===== src/rac_pkg.sv =====
package rac_pkg;
    // ------------------------------------------------------------
    // object classes and services
    // ------------------------------------------------------------
    localparam logic [7:0] RAC_CLASS_CFG = 8'h00_BE;
    localparam logic [7:0] RAC_CLASS_IO = 8'h00_67;
    localparam logic [7:0] RAC_CLASS_ACT = 8'h00_6A;
    localparam logic [7:0] RAC_SVC_GET = 8'h00_0E;
    localparam logic [7:0] RAC_SVC_SET = 8'h00_10;
    localparam logic [7:0] RAC_SVC_ERR_ATTR = 8'h00_14;
    localparam logic [7:0] RAC_SVC_ERR_SVC = 8'h00_08;
    localparam logic [7:0] RAC_SVC_OK = 8'h00_00;
    // ------------------------------------------------------------
    // configuration record (attribute = byte index)
    // ------------------------------------------------------------
    localparam int RAC_CFG_LEN = 3;
    localparam logic [7:0] RAC_CFG_ACK_MODE_BYTE = 8'h00_00;
    localparam logic [7:0] RAC_CFG_RESULT_FRAG_BYTE = 8'h00_01;
    localparam logic [7:0] RAC_CFG_ENTRY_FRAG_BYTE = 8'h00_02;
    localparam int RAC_CFG_EN_BIT = 0;
    localparam logic [7:0] RAC_CFG_RESET = 8'h00_00;
    // ------------------------------------------------------------
    // switching channel attributes (instance 1, 2)
    // ------------------------------------------------------------
    localparam logic [7:0] RAC_IO_PIN_LEVEL = 8'h00_05;
    localparam logic [7:0] RAC_IO_OUT_DRIVE = 8'h00_06;
    localparam logic [7:0] RAC_IO_CNT_CLEAR = 8'h00_07;
    localparam logic [7:0] RAC_IO_CMP_EXCEEDED = 8'h00_08;
    localparam logic [7:0] RAC_IO_CMP_TOGGLE = 8'h00_09;
    // ------------------------------------------------------------
    // activation attributes (instance 1)
    // ------------------------------------------------------------
    localparam logic [7:0] RAC_ACT_MODE = 8'h00_01;
    localparam logic [7:0] RAC_ACT_PENDING = 8'h00_02;
    localparam logic [7:0] RAC_ACT_GATE = 8'h00_03;
    localparam logic [7:0] RAC_ACT_ACK = 8'h00_04;
    localparam logic [7:0] RAC_ACT_CLEAR = 8'h00_05;
    // ------------------------------------------------------------
    // controller register map (own port)
    // ------------------------------------------------------------
    localparam logic [3:0] RAC_REG_CLASS = 4'h0;
    localparam logic [3:0] RAC_REG_INST = 4'h1;
    localparam logic [3:0] RAC_REG_ATTR = 4'h2;
    localparam logic [3:0] RAC_REG_WDATA = 4'h3;
    localparam logic [3:0] RAC_REG_CMD = 4'h4;
    localparam logic [3:0] RAC_REG_STATUS = 4'h5;
    localparam logic [3:0] RAC_REG_RDATA = 4'h6;
    localparam logic [3:0] RAC_REG_CFGSEND = 4'h7;
    localparam int RAC_CMD_GET_BIT = 0;
    localparam int RAC_CMD_SET_BIT = 1;

    // written bit of an attribute
    function automatic logic rac_bit0(input logic [7:0] v);
        return v[0];
    endfunction
endpackage


===== src/rac_link_if.sv =====
`timescale 1ns/10ps
`default_nettype none
// ------------------------------------------------------------
// explicit-message link between controller and reader
// ------------------------------------------------------------
interface rac_link_if;
    logic req;
    logic [7:0] service;
    logic [7:0] class_id;
    logic [7:0] instance_id;
    logic [7:0] attr_id;
    logic [7:0] wdata;
    logic rsp;
    logic [7:0] rsp_status;
    logic [7:0] rdata;

    modport controller (output req, output service, output class_id, output instance_id,
        output attr_id, output wdata, input rsp, input rsp_status, input rdata);
    modport reader (input req, input service, input class_id, input instance_id,
        input attr_id, input wdata, output rsp, output rsp_status, output rdata);
endinterface
`default_nettype wire


===== src/rac_channel.sv =====
`timescale 1ns/10ps
`default_nettype none
// ------------------------------------------------------------
// one switching channel: drive, counter, compare
// ------------------------------------------------------------
module rac_channel
    import rac_pkg::*;
#(
    parameter int CNT_W = 16
) (
    input wire logic clk_sys,
    input wire logic reset_n,
    input wire logic event_pulse,
    input wire logic [CNT_W-1:0] compare_value,
    input wire logic repeat_mode,
    input wire logic drive_we,
    input wire logic clear_we,
    input wire logic wbit,
    output logic drive_r,
    output logic clear_bit_r,
    output logic exceeded_r,
    output logic toggle_r
);
    logic [CNT_W-1:0] count_r;
    logic clear_rise;
    logic over_now;

    assign clear_rise = clear_we && wbit && !clear_bit_r;
    assign over_now = (count_r > compare_value);

    // output activation bit
    always_ff @(posedge clk_sys or negedge reset_n) begin
        if (!reset_n) begin
            drive_r <= 1'b0;
        end else if (drive_we) begin
            drive_r <= wbit;
        end
    end

    // clear-control bit, only its rising edge acts
    always_ff @(posedge clk_sys or negedge reset_n) begin
        if (!reset_n) begin
            clear_bit_r <= 1'b0;
        end else if (clear_we) begin
            clear_bit_r <= wbit;
        end
    end

    // event counter
    always_ff @(posedge clk_sys or negedge reset_n) begin
        if (!reset_n) begin
            count_r <= '0;
        end else if (clear_rise) begin
            count_r <= '0;
        end else if (event_pulse && count_r != '1) begin
            count_r <= count_r + 1'b1;
        end
    end

    // compare flag and toggle
    always_ff @(posedge clk_sys or negedge reset_n) begin
        if (!reset_n) begin
            exceeded_r <= 1'b0;
            toggle_r <= 1'b0;
        end else if (clear_rise) begin
            exceeded_r <= 1'b0;
            toggle_r <= 1'b0;
        end else begin
            exceeded_r <= over_now;
            if (repeat_mode && event_pulse && over_now) begin
                toggle_r <= !toggle_r;
            end else if (!exceeded_r && over_now) begin
                toggle_r <= !toggle_r;
            end
        end
    end
endmodule
`default_nettype wire


===== src/rac_reader.sv =====
`timescale 1ns/10ps
`default_nettype none
// Functional notes
// - configuration record is exactly three bytes
// - byte 0 bit 0 selects acknowledge mode
// - byte 1 bit 0 enables result fragmentation
// - byte 2 bit 0 enables entry fragmentation
// - configuration bytes reset to zero
// - io object class 0x67, get/set
// - channel attributes one to four unsupported
// - status attribute reports channel pin level
// - output activation drives switching output
// - counter clear on rising edge only
// - compare flag set when counter exceeds
// - toggle inverts on each exceedance
// - toggle bits act on edges
// - activation object class 0x6A, get/set
// - handshake mode waits for acknowledge
// - last acknowledge zeroes input area
// - eight-bit pending result count
// - gate opens on rise, closes on fall
// - any acknowledge change means processed
// - data clear rise discards all results
module rac_reader
    import rac_pkg::*;
#(
    parameter int CNT_W = 16,
    parameter int CHANNELS = 2
) (
    input wire logic clk_sys,
    input wire logic reset_n,
    rac_link_if.reader link,
    input wire logic [CHANNELS-1:0] switched_channel_pin,
    input wire logic [CHANNELS-1:0] channel_event,
    input wire logic [CNT_W-1:0] compare_value,
    input wire logic repeat_mode,
    input wire logic result_new,
    input wire logic [7:0] result_byte,
    output logic [CHANNELS-1:0] switching_output,
    output logic reading_gate_open,
    output logic [7:0] input_area,
    output logic input_area_valid,
    output logic ack_mode,
    output logic result_fragment_en,
    output logic entry_fragment_en
);
    // ------------------------------------------------------------
    // synchronisers and decode
    // ------------------------------------------------------------
    logic [CHANNELS-1:0] pin_s1_r, pin_s2_r, ev_s1_r, ev_s2_r, ev_d_r;
    logic [CHANNELS-1:0] drive_w, clr_w, exc_w, tog_w, drive_we, clr_we;
    logic [7:0] pending_r;
    logic gate_bit_r, ack_bit_r, clear_bit_r, ack_mode_r;
    logic [7:0] shown_r, queued_r;
    logic shown_valid_r;
    logic set_ok, is_set, is_get, is_cfg, is_io, is_act, ch_ok, wbit;
    logic ack_event, clear_rise, take_new;
    logic [7:0] rd_val, st_val;

    always_ff @(posedge clk_sys or negedge reset_n) begin
        if (!reset_n) begin
            pin_s1_r <= '0;
            pin_s2_r <= '0;
            ev_s1_r <= '0;
            ev_s2_r <= '0;
            ev_d_r <= '0;
        end else begin
            pin_s1_r <= switched_channel_pin;
            pin_s2_r <= pin_s1_r;
            ev_s1_r <= channel_event;
            ev_s2_r <= ev_s1_r;
            ev_d_r <= ev_s2_r;
        end
    end

    assign is_get = link.req && link.service == RAC_SVC_GET;
    assign is_set = link.req && link.service == RAC_SVC_SET;
    assign is_cfg = link.class_id == RAC_CLASS_CFG;
    assign is_io = link.class_id == RAC_CLASS_IO;
    assign is_act = link.class_id == RAC_CLASS_ACT;
    assign ch_ok = link.instance_id != 8'h00_00 && link.instance_id <= 8'(CHANNELS);
    assign wbit = rac_bit0(link.wdata);
    assign set_ok = is_set && st_val == RAC_SVC_OK;
    assign ack_event = set_ok && is_act && link.attr_id == RAC_ACT_ACK && wbit != ack_bit_r;
    assign clear_rise = set_ok && is_act && link.attr_id == RAC_ACT_CLEAR && wbit && !clear_bit_r;

    // ------------------------------------------------------------
    // switching channels
    // ------------------------------------------------------------
    genvar gi;
    generate
        for (gi = 0; gi < CHANNELS; gi++) begin : g_ch
            assign drive_we[gi] = set_ok && is_io && link.instance_id == 8'(gi + 1)
                && link.attr_id == RAC_IO_OUT_DRIVE;
            assign clr_we[gi] = set_ok && is_io && link.instance_id == 8'(gi + 1)
                && link.attr_id == RAC_IO_CNT_CLEAR;
            rac_channel #(.CNT_W(CNT_W)) rac_channel_inst (
                .clk_sys(clk_sys),
                .reset_n(reset_n),
                .event_pulse(ev_s2_r[gi] && !ev_d_r[gi]),
                .compare_value(compare_value),
                .repeat_mode(repeat_mode),
                .drive_we(drive_we[gi]),
                .clear_we(clr_we[gi]),
                .wbit(wbit),
                .drive_r(drive_w[gi]),
                .clear_bit_r(clr_w[gi]),
                .exceeded_r(exc_w[gi]),
                .toggle_r(tog_w[gi])
            );
        end
    endgenerate

    // ------------------------------------------------------------
    // attribute status and read value
    // ------------------------------------------------------------
    always_comb begin
        st_val = RAC_SVC_OK;
        rd_val = 8'h00_00;
        if (link.service != RAC_SVC_GET && link.service != RAC_SVC_SET) begin
            st_val = RAC_SVC_ERR_SVC;
        end else if (is_cfg && link.attr_id < 8'(RAC_CFG_LEN)) begin
            unique case (link.attr_id)
                RAC_CFG_ACK_MODE_BYTE: rd_val = {7'h00, ack_mode_r};
                RAC_CFG_RESULT_FRAG_BYTE: rd_val = {7'h00, result_fragment_en};
                default: rd_val = {7'h00, entry_fragment_en};
            endcase
        end else if (is_io && ch_ok && link.attr_id >= RAC_IO_PIN_LEVEL
                && link.attr_id <= RAC_IO_CMP_TOGGLE) begin
            for (int i = 0; i < CHANNELS; i++) begin
                if (link.instance_id == 8'(i + 1)) begin
                    unique case (link.attr_id)
                        RAC_IO_PIN_LEVEL: rd_val = {7'h00, pin_s2_r[i]};
                        RAC_IO_OUT_DRIVE: rd_val = {7'h00, drive_w[i]};
                        RAC_IO_CNT_CLEAR: rd_val = {7'h00, clr_w[i]};
                        RAC_IO_CMP_EXCEEDED: rd_val = {7'h00, exc_w[i]};
                        default: rd_val = {7'h00, tog_w[i]};
                    endcase
                end
            end
            if (is_set && (link.attr_id == RAC_IO_PIN_LEVEL || link.attr_id >= RAC_IO_CMP_EXCEEDED)) begin
                st_val = RAC_SVC_ERR_ATTR;
            end
        end else if (is_act && link.instance_id == 8'h00_01 && link.attr_id >= RAC_ACT_MODE
                && link.attr_id <= RAC_ACT_CLEAR) begin
            unique case (link.attr_id)
                RAC_ACT_MODE: rd_val = {7'h00, ack_mode_r};
                RAC_ACT_PENDING: rd_val = pending_r;
                RAC_ACT_GATE: rd_val = {7'h00, gate_bit_r};
                RAC_ACT_ACK: rd_val = {7'h00, ack_bit_r};
                default: rd_val = {7'h00, clear_bit_r};
            endcase
            if (is_set && link.attr_id == RAC_ACT_PENDING) begin
                st_val = RAC_SVC_ERR_ATTR;
            end
        end else begin
            st_val = RAC_SVC_ERR_ATTR;
        end
    end

    // response, one cycle after the request
    always_ff @(posedge clk_sys or negedge reset_n) begin
        if (!reset_n) begin
            link.rsp <= 1'b0;
            link.rsp_status <= RAC_SVC_OK;
            link.rdata <= 8'h00_00;
        end else begin
            link.rsp <= link.req;
            if (link.req) begin
                link.rsp_status <= st_val;
                link.rdata <= (is_get && st_val == RAC_SVC_OK) ? rd_val : 8'h00_00;
            end
        end
    end

    // ------------------------------------------------------------
    // configuration record and mode
    // ------------------------------------------------------------
    always_ff @(posedge clk_sys or negedge reset_n) begin
        if (!reset_n) begin
            ack_mode_r <= RAC_CFG_RESET[RAC_CFG_EN_BIT];
            result_fragment_en <= RAC_CFG_RESET[RAC_CFG_EN_BIT];
            entry_fragment_en <= RAC_CFG_RESET[RAC_CFG_EN_BIT];
        end else if (set_ok && is_cfg) begin
            unique case (link.attr_id)
                RAC_CFG_ACK_MODE_BYTE: ack_mode_r <= wbit;
                RAC_CFG_RESULT_FRAG_BYTE: result_fragment_en <= wbit;
                default: entry_fragment_en <= wbit;
            endcase
        end else if (set_ok && is_act && link.attr_id == RAC_ACT_MODE) begin
            ack_mode_r <= wbit;
        end
    end
    assign ack_mode = ack_mode_r;

    // activation control bits
    always_ff @(posedge clk_sys or negedge reset_n) begin
        if (!reset_n) begin
            gate_bit_r <= 1'b0;
            ack_bit_r <= 1'b0;
            clear_bit_r <= 1'b0;
        end else if (set_ok && is_act) begin
            if (link.attr_id == RAC_ACT_GATE) gate_bit_r <= wbit;
            if (link.attr_id == RAC_ACT_ACK) ack_bit_r <= wbit;
            if (link.attr_id == RAC_ACT_CLEAR) clear_bit_r <= wbit;
        end
    end
    assign reading_gate_open = gate_bit_r;
    assign switching_output = drive_w;

    // ------------------------------------------------------------
    // result queue count and input area
    // ------------------------------------------------------------
    assign take_new = !shown_valid_r || !ack_mode_r;

    always_ff @(posedge clk_sys or negedge reset_n) begin
        if (!reset_n) begin
            pending_r <= 8'h00_00;
        end else if (clear_rise) begin
            pending_r <= 8'h00_00;
        end else if (result_new && pending_r != 8'h00_FF && !(take_new && pending_r == 8'h00_00)) begin
            pending_r <= pending_r + 8'h00_01;
        end else if (!result_new && pending_r != 8'h00_00 && (take_new || ack_event)) begin
            pending_r <= pending_r - 8'h00_01;
        end
    end

    always_ff @(posedge clk_sys or negedge reset_n) begin
        if (!reset_n) begin
            shown_r <= 8'h00_00;
            shown_valid_r <= 1'b0;
        end else if (clear_rise) begin
            shown_r <= 8'h00_00;
            shown_valid_r <= 1'b0;
        end else if (result_new && take_new) begin
            shown_r <= result_byte;
            shown_valid_r <= 1'b1;
        end else if (ack_mode_r && ack_event) begin
            if (pending_r == 8'h00_00) begin
                shown_r <= 8'h00_00;
                shown_valid_r <= 1'b0;
            end else begin
                shown_r <= queued_r;
                shown_valid_r <= 1'b1; // newest queued result stands
            end
        end
    end
    assign input_area = shown_r;
    assign input_area_valid = shown_valid_r;

    // newest waiting result
    always_ff @(posedge clk_sys or negedge reset_n) begin
        if (!reset_n) queued_r <= 8'h00_00;
        else if (result_new && !take_new) queued_r <= result_byte;
    end
endmodule
`default_nettype wire


===== src/flat_wrapper.sv =====
// flat-port wrapper written by rule: the top's interface ports become plain ports
module rac_reader_flat import rac_pkg::*;
#(
    parameter int CNT_W = 16,
    parameter int CHANNELS = 2
)
  (clk_sys, reset_n, switched_channel_pin, channel_event, compare_value, repeat_mode, result_new, result_byte, switching_output, reading_gate_open, input_area, input_area_valid, ack_mode, result_fragment_en, entry_fragment_en, link_req, link_service, link_class_id, link_instance_id, link_attr_id, link_wdata, link_rsp, link_rsp_status, link_rdata);
  rac_link_if link_i ();
  input wire logic clk_sys;
  input wire logic reset_n;
  input wire logic [CHANNELS-1:0] switched_channel_pin;
  input wire logic [CHANNELS-1:0] channel_event;
  input wire logic [CNT_W-1:0] compare_value;
  input wire logic repeat_mode;
  input wire logic result_new;
  input wire logic [7:0] result_byte;
  output logic [CHANNELS-1:0] switching_output;
  output logic reading_gate_open;
  output logic [7:0] input_area;
  output logic input_area_valid;
  output logic ack_mode;
  output logic result_fragment_en;
  output logic entry_fragment_en;
  input wire logic [$bits(link_i.req)-1:0] link_req;
  input wire logic [$bits(link_i.service)-1:0] link_service;
  input wire logic [$bits(link_i.class_id)-1:0] link_class_id;
  input wire logic [$bits(link_i.instance_id)-1:0] link_instance_id;
  input wire logic [$bits(link_i.attr_id)-1:0] link_attr_id;
  input wire logic [$bits(link_i.wdata)-1:0] link_wdata;
  output wire logic [$bits(link_i.rsp)-1:0] link_rsp;
  output wire logic [$bits(link_i.rsp_status)-1:0] link_rsp_status;
  output wire logic [$bits(link_i.rdata)-1:0] link_rdata;
  assign link_i.req = link_req;
  assign link_i.service = link_service;
  assign link_i.class_id = link_class_id;
  assign link_i.instance_id = link_instance_id;
  assign link_i.attr_id = link_attr_id;
  assign link_i.wdata = link_wdata;
  assign link_rsp = link_i.rsp;
  assign link_rsp_status = link_i.rsp_status;
  assign link_rdata = link_i.rdata;
  rac_reader #(.CNT_W(CNT_W), .CHANNELS(CHANNELS)) u_core (.clk_sys(clk_sys), .reset_n(reset_n), .link(link_i), .switched_channel_pin(switched_channel_pin), .channel_event(channel_event), .compare_value(compare_value), .repeat_mode(repeat_mode), .result_new(result_new), .result_byte(result_byte), .switching_output(switching_output), .reading_gate_open(reading_gate_open), .input_area(input_area), .input_area_valid(input_area_valid), .ack_mode(ack_mode), .result_fragment_en(result_fragment_en), .entry_fragment_en(entry_fragment_en));
endmodule

===== config.mk =====
export PLATFORM = sky130hd
export DESIGN_NAME = rac_reader_flat
export DESIGN_NICKNAME = d
export VERILOG_FILES = /design/src/rac_pkg.sv /design/src/rac_link_if.sv /design/src/rac_channel.sv /design/src/rac_reader.sv /design/src/flat_wrapper.sv
export SDC_FILE = /design/constraint.sdc
export NUM_CORES = 1
export LEC_CHECK = 0
export BUFFER_PORTS_ARGS = -buffer_cell sky130_fd_sc_hd__buf_2
export CAP_MARGIN = 20
export CORE_ASPECT_RATIO = 0.9
export CORE_MARGIN = 2
export CORE_UTILIZATION = 50
export CTS_CLUSTER_SIZE = 30
export DETAILED_ROUTE_END_ITERATION = 7
export PLACE_DENSITY = 0.73
export SLEW_MARGIN = 20
export SYNTH_ARGS = -nofsm -noshare
export SYNTH_HDL_FRONTEND = slang
export SYNTH_SLANG_ARGS = --single-unit

===== constraint.sdc =====
create_clock -name clk_sys -period 5.8 [get_ports clk_sys]
set_clock_uncertainty 0.1 [all_clocks]
set_input_delay 0.58 -clock clk_sys [delete_from_list [all_inputs] [get_ports clk_sys]]
set_output_delay 0.58 -clock clk_sys [all_outputs]
set_load 0.03 [all_outputs]

* Word-level counts from Yosys, hierarchy flattened
Cells that the tools add are included.
** Cells by class
- Add/subtract/negate cells :: 4
- Order comparisons :: 9
- Equal/unequal tests :: 22
- Mux-type cells :: 43
- Bitwise gates (word level) :: 1
- Reduce and logical (&&, ||, !) cells :: 88
** Operators by type and width (number)
- 8-bit two-way mux :: 17
- 16-bit two-way mux :: 4
- 1-bit logical AND :: 52
- 16-bit by 1-bit adder with 16-bit output (second input constant) :: 2
- 8-bit by 3-bit == test with 1-bit output (second input constant) :: 4
- 16-bit > comparator :: 2
- 16-bit inequality test (second input constant) :: 2
- 8-bit one-hot mux with 4 select lines :: 1
- 8-bit by 2-bit == test with 1-bit output (second input constant) :: 3
- 8-bit logical NOT :: 3
- 8-bit by 1-bit == test with 1-bit output (second input constant) :: 2
- 8-bit by 4-bit == test with 1-bit output (second input constant) :: 2
- 8-bit by 7-bit == test with 1-bit output (second input constant) :: 2
- 8-bit nonzero test :: 2
- 1-bit two-way mux :: 15
- 5-bit two-way mux :: 3
- 1-bit logical NOT :: 14
- 2-bit AND reduction :: 6
- 3-bit nonzero test :: 4
- 8-bit by 1-bit adder with 8-bit output (second input constant) :: 1
- 8-bit by 5-bit == test with 1-bit output (second input constant) :: 1
- 8-bit == test (second input constant) :: 1
- 8-bit by 1-bit greater-or-equal comparator with 1-bit output (second input constant) :: 1
- 8-bit by 3-bit greater-or-equal comparator with 1-bit output (second input constant) :: 1
- other kinds (17) :: 22
** Word-level totals
- Register bits :: 98
- Input bits :: 73

* Depth between registers and ports, before layout
Gate-level depths: netlist of run 1.
- Depth in word-level cells :: 18
- Depth in mapped cells :: 12
- Gate-level depth less buffers :: 12

* Hierarchy
Synthesis of run 1 repeated with hierarchy kept, for this count alone.
** Unflattened totals
- Cell total of the unflattened synthesis :: 653
- Area total of the unflattened synthesis :: 6213.5 um2
** Modules (own cells, without submodules)
- rac_reader :: times used 1, cells an instance 341, area each 3320.7 um2, seq. area each 1301.2 um2
- rac_channel :: times used 2, cells an instance 156, area each 1446.4 um2, seq. area each 500.5 um2

* Least setup slack after synthesis of run 1
OpenSTA, ideal clock, no wires.
- Path kind :: register -> register
- From :: reg u_core.pending_r[6]
- To :: reg u_core.pending_r[7]
- Library setup time :: 0.125 ns
- Arrival time :: 2.834 ns
- Path slack :: 2.741 ns
- Cell stages (with the launch flop) :: 12
- Buffers on the path :: 0
- Period minus slack after synthesis :: 3.059 ns
- Cell sequence :: dfrtp_1 > or4_1 > nor2_1 > a21oi_1 > inv_1 > ha_1 > a21o_1 > nand2_1 > a31oi_1 > o41a_1 > o31ai_1 > mux2_2
** On the way
- Cells in the longest elaborated chain, start to end :: 6
** RTL lines
- from (decl) :: line rac_reader.sv:52 : logic [7:0] pending_r;
- from (signal assigned) :: line rac_reader.sv:222 : pending_r <= pending_r + 8'h00_01;
- from (signal assigned) :: line rac_reader.sv:224 : pending_r <= pending_r - 8'h00_01;
- parallel branches: the longest is 6 deep, another holds 8-bit by 1-bit subtractor with 8-bit output
Parallel ways; which one is timed is not known. The select of a mux whose other input is x is not followed.
A chain may end at the register's enable or synchronous reset.

* Worst setup path in the final report of run 1
Ends and elaborated chain as after synthesis.

==> metrics.md, run 1 <==
| Metric | Value |
|---|---|
| Inserted Diodes | 0 |
| Critical path type | flop to flop |
| Most numerous cell in the Yosys netlist | dfrtp_1 |
| Min cycle time layout | 4.00 ns |
| Placed cells | 850 |
| Final Slew Violations | 0 |
| Synth Instances | 624 |
| DR vias | 5035 |
| R2R Path Start | u_core.pending_r[6]$_DFFE_PN0P_ |
| VDD IR max | 0.203 mV |
| Pwr/cell area | 297 nW/um2 |
| Synth unique cells | 69 |
| Synthesized area | 5910 um2 |
| Die area | 12700 um2 |
| # setup viols final | 0 |
| Finished Cell Area | 6790 um2 |
| CP max FO | 12 |
| Worst-Skew Late Latency | 0.35 ns |
| FFs w/ async S/R, synth | 1.00 |
| Antenna violation net count after detailed routing | 0 |
| Final Core Density | 0.591 |
| Multi-input gate area | 3390 um2 |
| Filler instances | 959 |
| Syn_area_per_cell | 9.48 um2 |
| Slew @ Worst Pin | 1.05 ns |
| Final setup margin | 1.80 ns |
| WHS | 0.234 ns |
| CTS tree | built |
| Port Buffers | 92 |
| Final Non-Filler Cells | 868 |
| Hold Startpoint | switched_channel_pin[1] |
| Grt total ovfl | 0 |
| Core area | 11500 um2 |
| Dominant synthesized flop cell | dfrtp_1 |
| Initial Util | 0.515 |
| Clock transition at the registers of the reported paths | 0.07 ns |
| Status | finished clean |
| GPL Wtd Cong | 0.898 |
| Drt drc | 0 |
| Number of synthesized flops with an enable pin | 0 |
| Ports | 105 |
| 1st-iter DRT viols | 393 |
| Die height | 107 um |
| Synthesis Warnings | 0 |
| Tcrit/Tclk final | 0.689 |
| Setup TNS | 0 ns |
| Total Routing Usage GR | 0.232 |
| Seq cells post-synth | 92 |
| Hold crit path type | primary input to flop |
| CTS Buffer Depth | 2 |
| Vias per cell | 5.80 |
| Worst hold endpoint | u_core.pin_s1_r[1]$_DFF_PN0_ |
| Slowest library cell on the worst path | nor2_1 |
| Synth-to-layout area growth | 14.7% |
| Top-area cell type share of the netlist area | 0.389 |
| Die Wd | 119 um |
| Met1 Track Usage GR | 0.316 |
| Share of post-route cells with drive strength above 1 | 0.209 |
| Post-Place Worst Slack | 1.85 ns |
| Fin. Hold Viols | 0 |
| Max Freq | 0.250 GHz |
| Reg2reg setup slack | 1.80 ns |
| CTS Buf Count | 9 |
| First-pass GRT wire length | 23.6 mm |
| Post-CTS Hold Buffers | 1 |
| Most area-consuming cells after synthesis | dfrtp_1 (39%), ha_1 (8.5%), nor2_1 (5.1%) |
| Nets | 821 |
| Hpwl dp | 10.7 mm |
| Post-CTS Setup Bufs | 0 |
| Max incr delay on CP | 0.61 ns |
| Register area | 2300 um2 |
| Met3 GRT Util | 0.0580 |
| H-tree Lvls | 3 |
| Routed Wire Length | 14.4 mm |
| GRT met2 Usage | 0.358 |
| Vias in the first global route | 4850 |
| Worst Path Buf+Inv | 1 |
| Area post-placement | 6460 um2 |
| Top Usage Layer GRT | met2 |
| Row cnt | 37 |
| Overall Power | 2.02 mW |
| Crit start category | flop |
| Pin count of the biggest net entering global routing | 87 |
| Reg2reg end | u_core.pending_r[7]$_DFFE_PN0P_ |
| Root Buffer | clkbuf_16 |
| R2R depth | 11 |
| Crit path max-delay family | simple AND/OR/NAND/NOR gates |
| Relative slew slack | 0.297 |
| Worst Setup End Kind | flop |
| Seq/Total Area, Yosys | 0.389 |
| Max-Cap Viols | 0 |
| Cts repair resizes | 0 |
| Clk sinks | 92 |
| Area leader, netlist | dfrtp_1 |
| Avg WL per Cell | 16.5 um |
| CP cell instances | or4_1 -> nor2_1 -> a21oi_1 -> inv_1 -> ha_1 -> a21o_1 -> nand2_1 -> a31oi_1 -> o41a_1 -> o31ai_1 -> mux2_2 |
| Antenna violations before repair | 0 |
| Synth cell count leaders | dfrtp_1 (92), nor2_1 (81), nand2_1 (43) |
| CP Data Arrival Time | 4.14 ns |
| Pleak | 3.01 nW |
| WP data required | 5.94 ns |
| Hold path depth | 1 |
| First-pass detailed-route iteration total | 4 |
| Unrepaired setup endpoints after global routing | no |
[placed cells by master, fill, tap and decap left out, types with 15 or more instances in the layout]
master	count
mux2i_1	19
ha_1	40
nand4_1	28
nor2_1	81
xor2_1	26
inv_1	27
nand3_1	20
nand2_1	43
mux2_2	23
dfrtp_1	92
nor3_1	18
o21ai_0	22
buf_2	91
a21oi_1	15
[per-layer routing]
layer | vias to the layer above | share of wire | routed length (um)
li1 | 2407 | - | -
met1 | 2445 | 0.46 | 6600
met2 | 156 | 0.46 | 6550
met3 | 27 | 0.065 | 936
met4 | 0 | 0.019 | 266
met5 | - | 0 | 0
[how the worst max path moves through the flow]
stage                                                  to  depth (start not counted)  slack, ns                       startpoint
final                     u_core.pending_r[7]$_DFFE_PN0P_                         11       1.80  u_core.pending_r[6]$_DFFE_PN0P_
after global routing      u_core.pending_r[6]$_DFFE_PN0P_                         12       1.58  u_core.pending_r[6]$_DFFE_PN0P_
after CTS                 u_core.pending_r[7]$_DFFE_PN0P_                         11       1.85  u_core.pending_r[6]$_DFFE_PN0P_
after detailed placement  u_core.pending_r[7]$_DFFE_PN0P_                          8       1.85                  link_attr_id[6]
after global placement    u_core.pending_r[7]$_DFFE_PN0P_                         11       1.94  u_core.pending_r[6]$_DFFE_PN0P_
after floorplan           u_core.pending_r[7]$_DFFE_PN0P_                         11       2.74  u_core.pending_r[6]$_DFFE_PN0P_
[area by class of cell]
cell class	count	area share
multi-input cells	481	0.500
repair buffers	95	0.0721
flip-flops and latches	92	0.339
well taps	156	0.0288
inverters	28	0.0155
clock inverters	5	0.00885
clock buffers	11	0.0358
[power breakdown]
part	total (mW)	internal [mW]	leakage [nW]	switching (mW)
Sequential	0.788	0.710	1.04	0.0787
Clock	0.607	0.348	0.151	0.258
Combinational	0.622	0.266	1.81	0.356
[flip-flops by register name (all words and copies together), names as in the netlist, 8 cells and up]
| signal | flops |
|---|---|
| u_core.g_ch.rac_channel_inst.count_r | 32 |
| u_core.link.rdata | 8 |
| u_core.queued_r | 8 |
| u_core.input_area | 8 |
| u_core.pending_r | 8 |
[cell families after synthesis]
logic type,count (synthesis),share of synthesized area
AND/OR/NAND/NOR,268,0.248
flip-flops,92,0.389
AO/OA/AOI/OAI,89,0.102
buffers and inverters,55,0.0421
multiplexers,43,0.0779
adder cells (fa/ha/maj),41,0.0880
XOR/XNOR,35,0.0518
other,1,0.000634
Note: power is estimated with default switching activity, not from simulation.
==> run 2: changes to the inputs <==
==> constraint.sdc (replaced) <==
create_clock -name clk_sys -period 3.7 [get_ports clk_sys]
set_clock_uncertainty 0.1 [all_clocks]
set_input_delay 0.37 -clock clk_sys [delete_from_list [all_inputs] [get_ports clk_sys]]
set_output_delay 0.37 -clock clk_sys [all_outputs]
set_load 0.03 [all_outputs]
==> run 2 against run 1 <==
Via count is 0.20% higher. Sequential share of layout area is 0.28 points lower. First-iteration DRC count is 8.9% lower. Worst hold slack worse by 0.20 ns. Critical endpoint is now u_core.pending_r[6]$_DFFE_PN0P_. Highest routed layer unchanged.
==> metrics.md, run 2 (same netlist as run 1, synthesis figures left out) <==
| Metric | Value |
|---|---|
| Die area | 12700 um2 |
| Met3 GRT Util | 0.0548 |
| # setup viols final | 0 |
| Filler instances | 1008 |
| VDD IR max | 0.298 mV |
| DR vias | 5045 |
| 1st-iter DRT viols | 358 |
| H-tree Lvls | 3 |
| CP max FO | 6 |
| Row cnt | 37 |
| First-pass detailed-route iteration total | 5 |
| Avg WL per Cell | 15.9 um |
| Most frequent cells in the layout | dfrtp_1 (92), buf_2 (91), nor2_1 (81), nand2_1 (43), ha_1 (40) |
| Max-Cap Viols | 0 |
| Post-Place Worst Slack | 0.380 ns |
| Max Freq | 0.297 GHz |
| Core area | 11500 um2 |
| Total Routing Usage GR | 0.228 |
| First-pass GRT wire length | 23.5 mm |
| Hold crit path type | primary input to flop |
| Overall Power | 3.15 mW |
| Die height | 107 um |
| Antenna violation net count after detailed routing | 0 |
| Worst Setup End Kind | flop |
| Port Buffers | 92 |
| Fin. Hold Viols | 0 |
| Crit start category | flop |
| Final Core Density | 0.596 |
| Max incr delay on CP | 0.54 ns |
| Setup TNS | 0 ns |
| GPL Wtd Cong | 0.921 |
| Worst Path Buf+Inv | 1 |
| Tcrit/Tclk final | 0.911 |
| Inserted Diodes | 0 |
| Synth-to-layout area growth | 15.7% |
| CP cell instances | or4_1 -> nor2_1 -> a21oi_1 -> inv_1 -> ha_1 -> nor2b_1 -> o21ai_0 -> a21boi_0 -> o21a_1 -> o21ai_0 -> or3b_1 -> a21oi_1 |
| Hpwl dp | 10.7 mm |
| Register ranked first by flip-flop count | u_core.g_ch.rac_channel_inst.count_r |
| Final Non-Filler Cells | 876 |
| Ports | 105 |
| Grt total ovfl | 0 |
| CTS tree | built |
| Worst-Skew Late Latency | 0.34 ns |
| Critical path type | flop to flop |
| WP data required | 3.87 ns |
| Initial Util | 0.515 |
| Slowest library cell on the worst path | or4_1 |
| Drt drc | 0 |
| Top Usage Layer GRT | met2 |
| CTS Buf Count | 9 |
| Min cycle time layout | 3.37 ns |
| Crit path max-delay family | simple AND/OR/NAND/NOR gates |
| Relative slew slack | 0.393 |
| Most common cell after layout, fill and taps aside | dfrtp_1 |
| CTS Buffer Depth | 2 |
| Post-CTS Hold Buffers | 1 |
| Pleak | 3.05 nW |
| Pwr/cell area | 460 nW/um2 |
| Clk sinks | 92 |
| Max reg flops | 32 |
| Clock transition at the registers of the reported paths | 0.07 ns |
| Unrepaired setup endpoints after global routing | no |
| Die Wd | 119 um |
| Vias in the first global route | 5032 |
| Status | finished clean |
| Vias per cell | 5.76 |
| Final Slew Violations | 0 |
| GRT met2 Usage | 0.366 |
| Placed cells | 860 |
| Share of post-route cells with drive strength above 1 | 0.218 |
| Final setup margin | 0.329 ns |
| Met1 Track Usage GR | 0.309 |
| Pin count of the biggest net entering global routing | 40 |
| Root Buffer | clkbuf_16 |
| Routed Wire Length | 13.9 mm |
| Antenna violations before repair | 1 |
| CP Data Arrival Time | 3.54 ns |
| Cts repair resizes | 0 |
| Nets | 830 |
| Slew @ Worst Pin | 0.898 ns |
| Post-CTS Setup Bufs | 0 |
-- run 2: layout make-up --
| class | count | area (um2) | area share |
|---|---|---|---|
| Clock inverter | 5 | 60.1 | 0.00878 |
| Timing Repair Buffer | 104 | 556 | 0.0812 |
| Inverter | 28 | 105 | 0.0154 |
| Sequential cell | 92 | 2300 | 0.337 |
| Multi-Input combinational cell | 481 | 3380 | 0.495 |
| Tap cell | 156 | 195 | 0.0285 |
| Clock buffer | 10 | 239 | 0.0349 |
-- run 2: metrics by stage --
stage               hold WS, ns  cell area (um2)
floorplan               -0.0256             5930
global placement          0.232             6530
finish                   0.0300             6840
global route             0.0132             6840
detailed placement        0.236             6530
CTS                      0.0166             6840
-- run 2: worst paths after layout --
check                                                                          to                             from  slack [ns]  cells after the start
min in group asynchronous  u_core.g_ch[0].rac_channel_inst.count_r[2]$_DFFE_PN0P_                          reset_n        0.42                      2
max                                               u_core.pending_r[6]$_DFFE_PN0P_  u_core.pending_r[6]$_DFFE_PN0P_        0.33                     12
min reg2reg                                           u_core.ev_s2_r[1]$_DFF_PN0_      u_core.ev_s1_r[1]$_DFF_PN0_        0.25                      0
max reg2reg                                       u_core.pending_r[6]$_DFFE_PN0P_  u_core.pending_r[6]$_DFFE_PN0P_        0.33                     12
min                                                  u_core.pin_s1_r[1]$_DFF_PN0_          switched_channel_pin[1]        0.03                      1
max in group asynchronous                   u_core.link.rsp_status[2]$_DFFE_PN0P_                          reset_n        2.29                      3
-- run 2: per-layer routing --
layer / vias to the layer above / routed length (um) / part of all wire
li1: 2432 / - / -
met1: 2433 / 6440 / 0.46
met2: 160 / 6470 / 0.47
met3: 20 / 804 / 0.058
met4: 0 / 193 / 0.014
met5: - / 0 / 0
-- run 2: power by group --
| group | internal, mW | switching, mW |
|---|---|---|
| Sequential | 1.11 | 0.124 |
| Combinational | 0.419 | 0.566 |
| Clock | 0.542 | 0.385 |
==> run 3: changes to the inputs <==
--- a/config.mk
+++ b/config.mk
@@ -7,7 +7,7 @@
 export LEC_CHECK = 0
 export BUFFER_PORTS_ARGS = -buffer_cell sky130_fd_sc_hd__buf_2
 export CAP_MARGIN = 20
-export CORE_ASPECT_RATIO = 0.9
+export CORE_ASPECT_RATIO = 0.6
 export CORE_MARGIN = 2
 export CORE_UTILIZATION = 50
 export CTS_CLUSTER_SIZE = 30
==> constraint.sdc (replaced) <==
create_clock -name clk_sys -period 3.5 [get_ports clk_sys]
set_clock_uncertainty 0.1 [all_clocks]
set_input_delay 0.35 -clock clk_sys [delete_from_list [all_inputs] [get_ports clk_sys]]
set_output_delay 0.35 -clock clk_sys [all_outputs]
set_load 0.03 [all_outputs]
==> run 3 against run 2 <==
The run now ends with hold timing left. First-iteration DRC count up 32%. Highest routed layer unchanged. Power up 8.9%. Critical path depth down 1. Wire length up 12%. Final cell count up 1.0%. Combinational power up 8%. Design area up 0.91%. Largest power group unchanged. Setup slack worse by 0.13 ns. Sequential power up 5%. Clock power up 16%.
==> metrics.md, run 3 (same netlist as run 1, synthesis figures left out) <==
| Metric | Value |
|---|---|
| Status | finished, violations left |
| Failing checks | hold timing |
| Hold crit path type | primary input to async pin |
| Initial Util | 0.518 |
| Most frequent cells in the layout | dfrtp_1 (92), buf_2 (91), nor2_1 (81), nand2_1 (43), ha_1 (40) |
| WHS | -0.0503 ns |
| Drt drc | 0 |
| Worst Setup End Kind | flop |
| Final Slew Violations | 0 |
| Worst-Skew Late Latency | 0.35 ns |
| Core area | 11400 um2 |
| Slowest library cell on the worst path | or4_1 |
| Register ranked first by flip-flop count | u_core.g_ch.rac_channel_inst.count_r |
| R2R depth | 11 |
| Nets | 834 |
| Die area | 12700 um2 |
| Unrepaired setup endpoints after global routing | no |
| Crit path max-delay family | compound AO/OA/AOI/OAI gates |
| Reg2reg setup slack | 0.20 ns |
| Max incr delay on CP | 0.54 ns |
| Clock share of power | 0.311 |
| Power share of the sequential group | 0.380 |
| Row cnt | 30 |
| Most common cell after layout, fill and taps aside | dfrtp_1 |
| Pwr/cell area | 497 nW/um2 |
| Slew @ Worst Pin | 0.803 ns |
| Sw frac | 0.339 |
| Total Routing Usage GR | 0.256 |
| Critical path type | flop to flop |
| Root Buffer | clkbuf_16 |
| 1st-iter DRT viols | 471 |
| Post-CTS Hold Buffers | 0 |
| Finished Cell Area | 6900 um2 |
| Synth-to-layout area growth | 16.7% |
| Area post-placement | 6570 um2 |
| CTS Buf Count | 9 |
| Clk sinks | 92 |
| Antenna violations before repair | 0 |
| H-tree Lvls | 3 |
| CP cell instances | or4_1 -> nor2_1 -> a21oi_1 -> inv_2 -> ha_1 -> a21o_1 -> nand2_1 -> a31oi_1 -> o41a_1 -> o31ai_1 -> mux2_2 |
| R2R Path Start | u_core.pending_r[1]$_DFFE_PN0P_ |
| Avg WL per Cell | 17.6 um |
| Relative slew slack | 0.457 |
| CP Data Arrival Time | 3.43 ns |
| Cts repair resizes | 0 |
| Combinational share of power | 0.309 |
| Reg2reg end | u_core.pending_r[7]$_DFFE_PN0P_ |
| Internal | 2.27 mW |
| Overall Power | 3.43 mW |
| First-pass GRT wire length | 25.1 mm |
| Max Freq | 0.303 GHz |
| DR vias | 5095 |
| VDD IR max | 0.389 mV |
| CTS Buffer Depth | 2 |
| Final Core Density | 0.605 |
| Vias per cell | 5.76 |
| Pleak | 3.08 nW |
| First-pass detailed-route iteration total | 5 |
| Share of post-route cells with drive strength above 1 | 0.226 |
| Post-CTS Setup Bufs | 0 |
| Die Wd | 144 um |
| Grt total ovfl | 0 |
| Tcrit/Tclk final | 0.942 |
| Clock transition at the registers of the reported paths | 0.07 ns |
| Worst Path Buf+Inv | 1 |
| Filler instances | 989 |
| # setup viols final | 0 |
| Sw power | 1.16 mW |
| Max reg flops | 32 |
| Die height | 88.2 um |
| Hpwl dp | 12.0 mm |
| Antenna violation net count after detailed routing | 0 |
| Ports | 105 |
| Pin count of the biggest net entering global routing | 82 |
| Routed Wire Length | 15.5 mm |
| Setup TNS | 0 ns |
| CTS tree | built |
| WP data required | 3.63 ns |
| GPL Wtd Cong | 0.930 |
| CP max FO | 6 |
| Min cycle time layout | 3.30 ns |
| Inserted Diodes | 0 |
| Crit start category | flop |
| Port Buffers | 92 |
| Fin. Hold Viols | 80 |
| Max-Cap Viols | 0 |
| Vias in the first global route | 4938 |
==> run 3: how the worst max path moves through the flow <==
stage | start | to | slack (ns) | cells past startpoint
finish | u_core.pending_r[1]$_DFFE_PN0P_ | u_core.pending_r[7]$_DFFE_PN0P_ | 0.20 | 11
detailed placement | link_attr_id[6] | u_core.link.rdata[6]$_DFFE_PN0P_ | 0.10 | 7
floorplan | u_core.pending_r[6]$_DFFE_PN0P_ | u_core.pending_r[7]$_DFFE_PN0P_ | 0.44 | 11
global route | u_core.pending_r[1]$_DFFE_PN0P_ | u_core.pending_r[7]$_DFFE_PN0P_ | 0.01 | 11
CTS | u_core.pending_r[5]$_DFFE_PN0P_ | u_core.pending_r[7]$_DFFE_PN0P_ | 0.15 | 11
global placement | link_attr_id[6] | u_core.link.rdata[1]$_DFFE_PN0P_ | 0.23 | 7
==> run 3: area by class of cell <==
class	count	area, um2	area share
Multi-Input combinational cell	481	3380	0.490
Inverter	28	105	0.0152
Timing Repair Buffer	108	587	0.0850
Tap cell	160	200	0.0290
Clock inverter	6	86.3	0.0125
Sequential cell	92	2300	0.333
Clock buffer	10	239	0.0346
==> run 3: routing by layer <==
layer / share of wire / wire length [um] / GRT usage
met5: 0 / 0 / 0
met1: 0.51 / 7970 / 0.405
met2: 0.41 / 6340 / 0.360
met4: 0.0069 / 107 / 0.0538
met3: 0.073 / 1140 / 0.0503
==> run 3: power by group through the flow <==
stage               Clock [mW]  Sequential, mW  Combinational (mW)
floorplan                    0            1.29               0.793
global placement             0            1.31               0.986
detailed placement           0            1.32                1.05
CTS                       1.08            1.30                1.05
global route              1.12            1.32                1.20
finish                    1.07            1.30                1.06
==> run 3: stage by stage <==
| stage | worst slack, ns | hold slack [ns] | cells |
|---|---|---|---|
| final | 0.202 | -0.0503 | 885 |
| after CTS | 0.148 | 0.00389 | 885 |
| after global routing | 0.0146 | 0.00742 | 885 |
| after floorplan | 0.441 | -0.0456 | 628 |
| after detailed placement | 0.104 | 0.235 | 869 |
| after global placement | 0.235 | 0.233 | 869 |
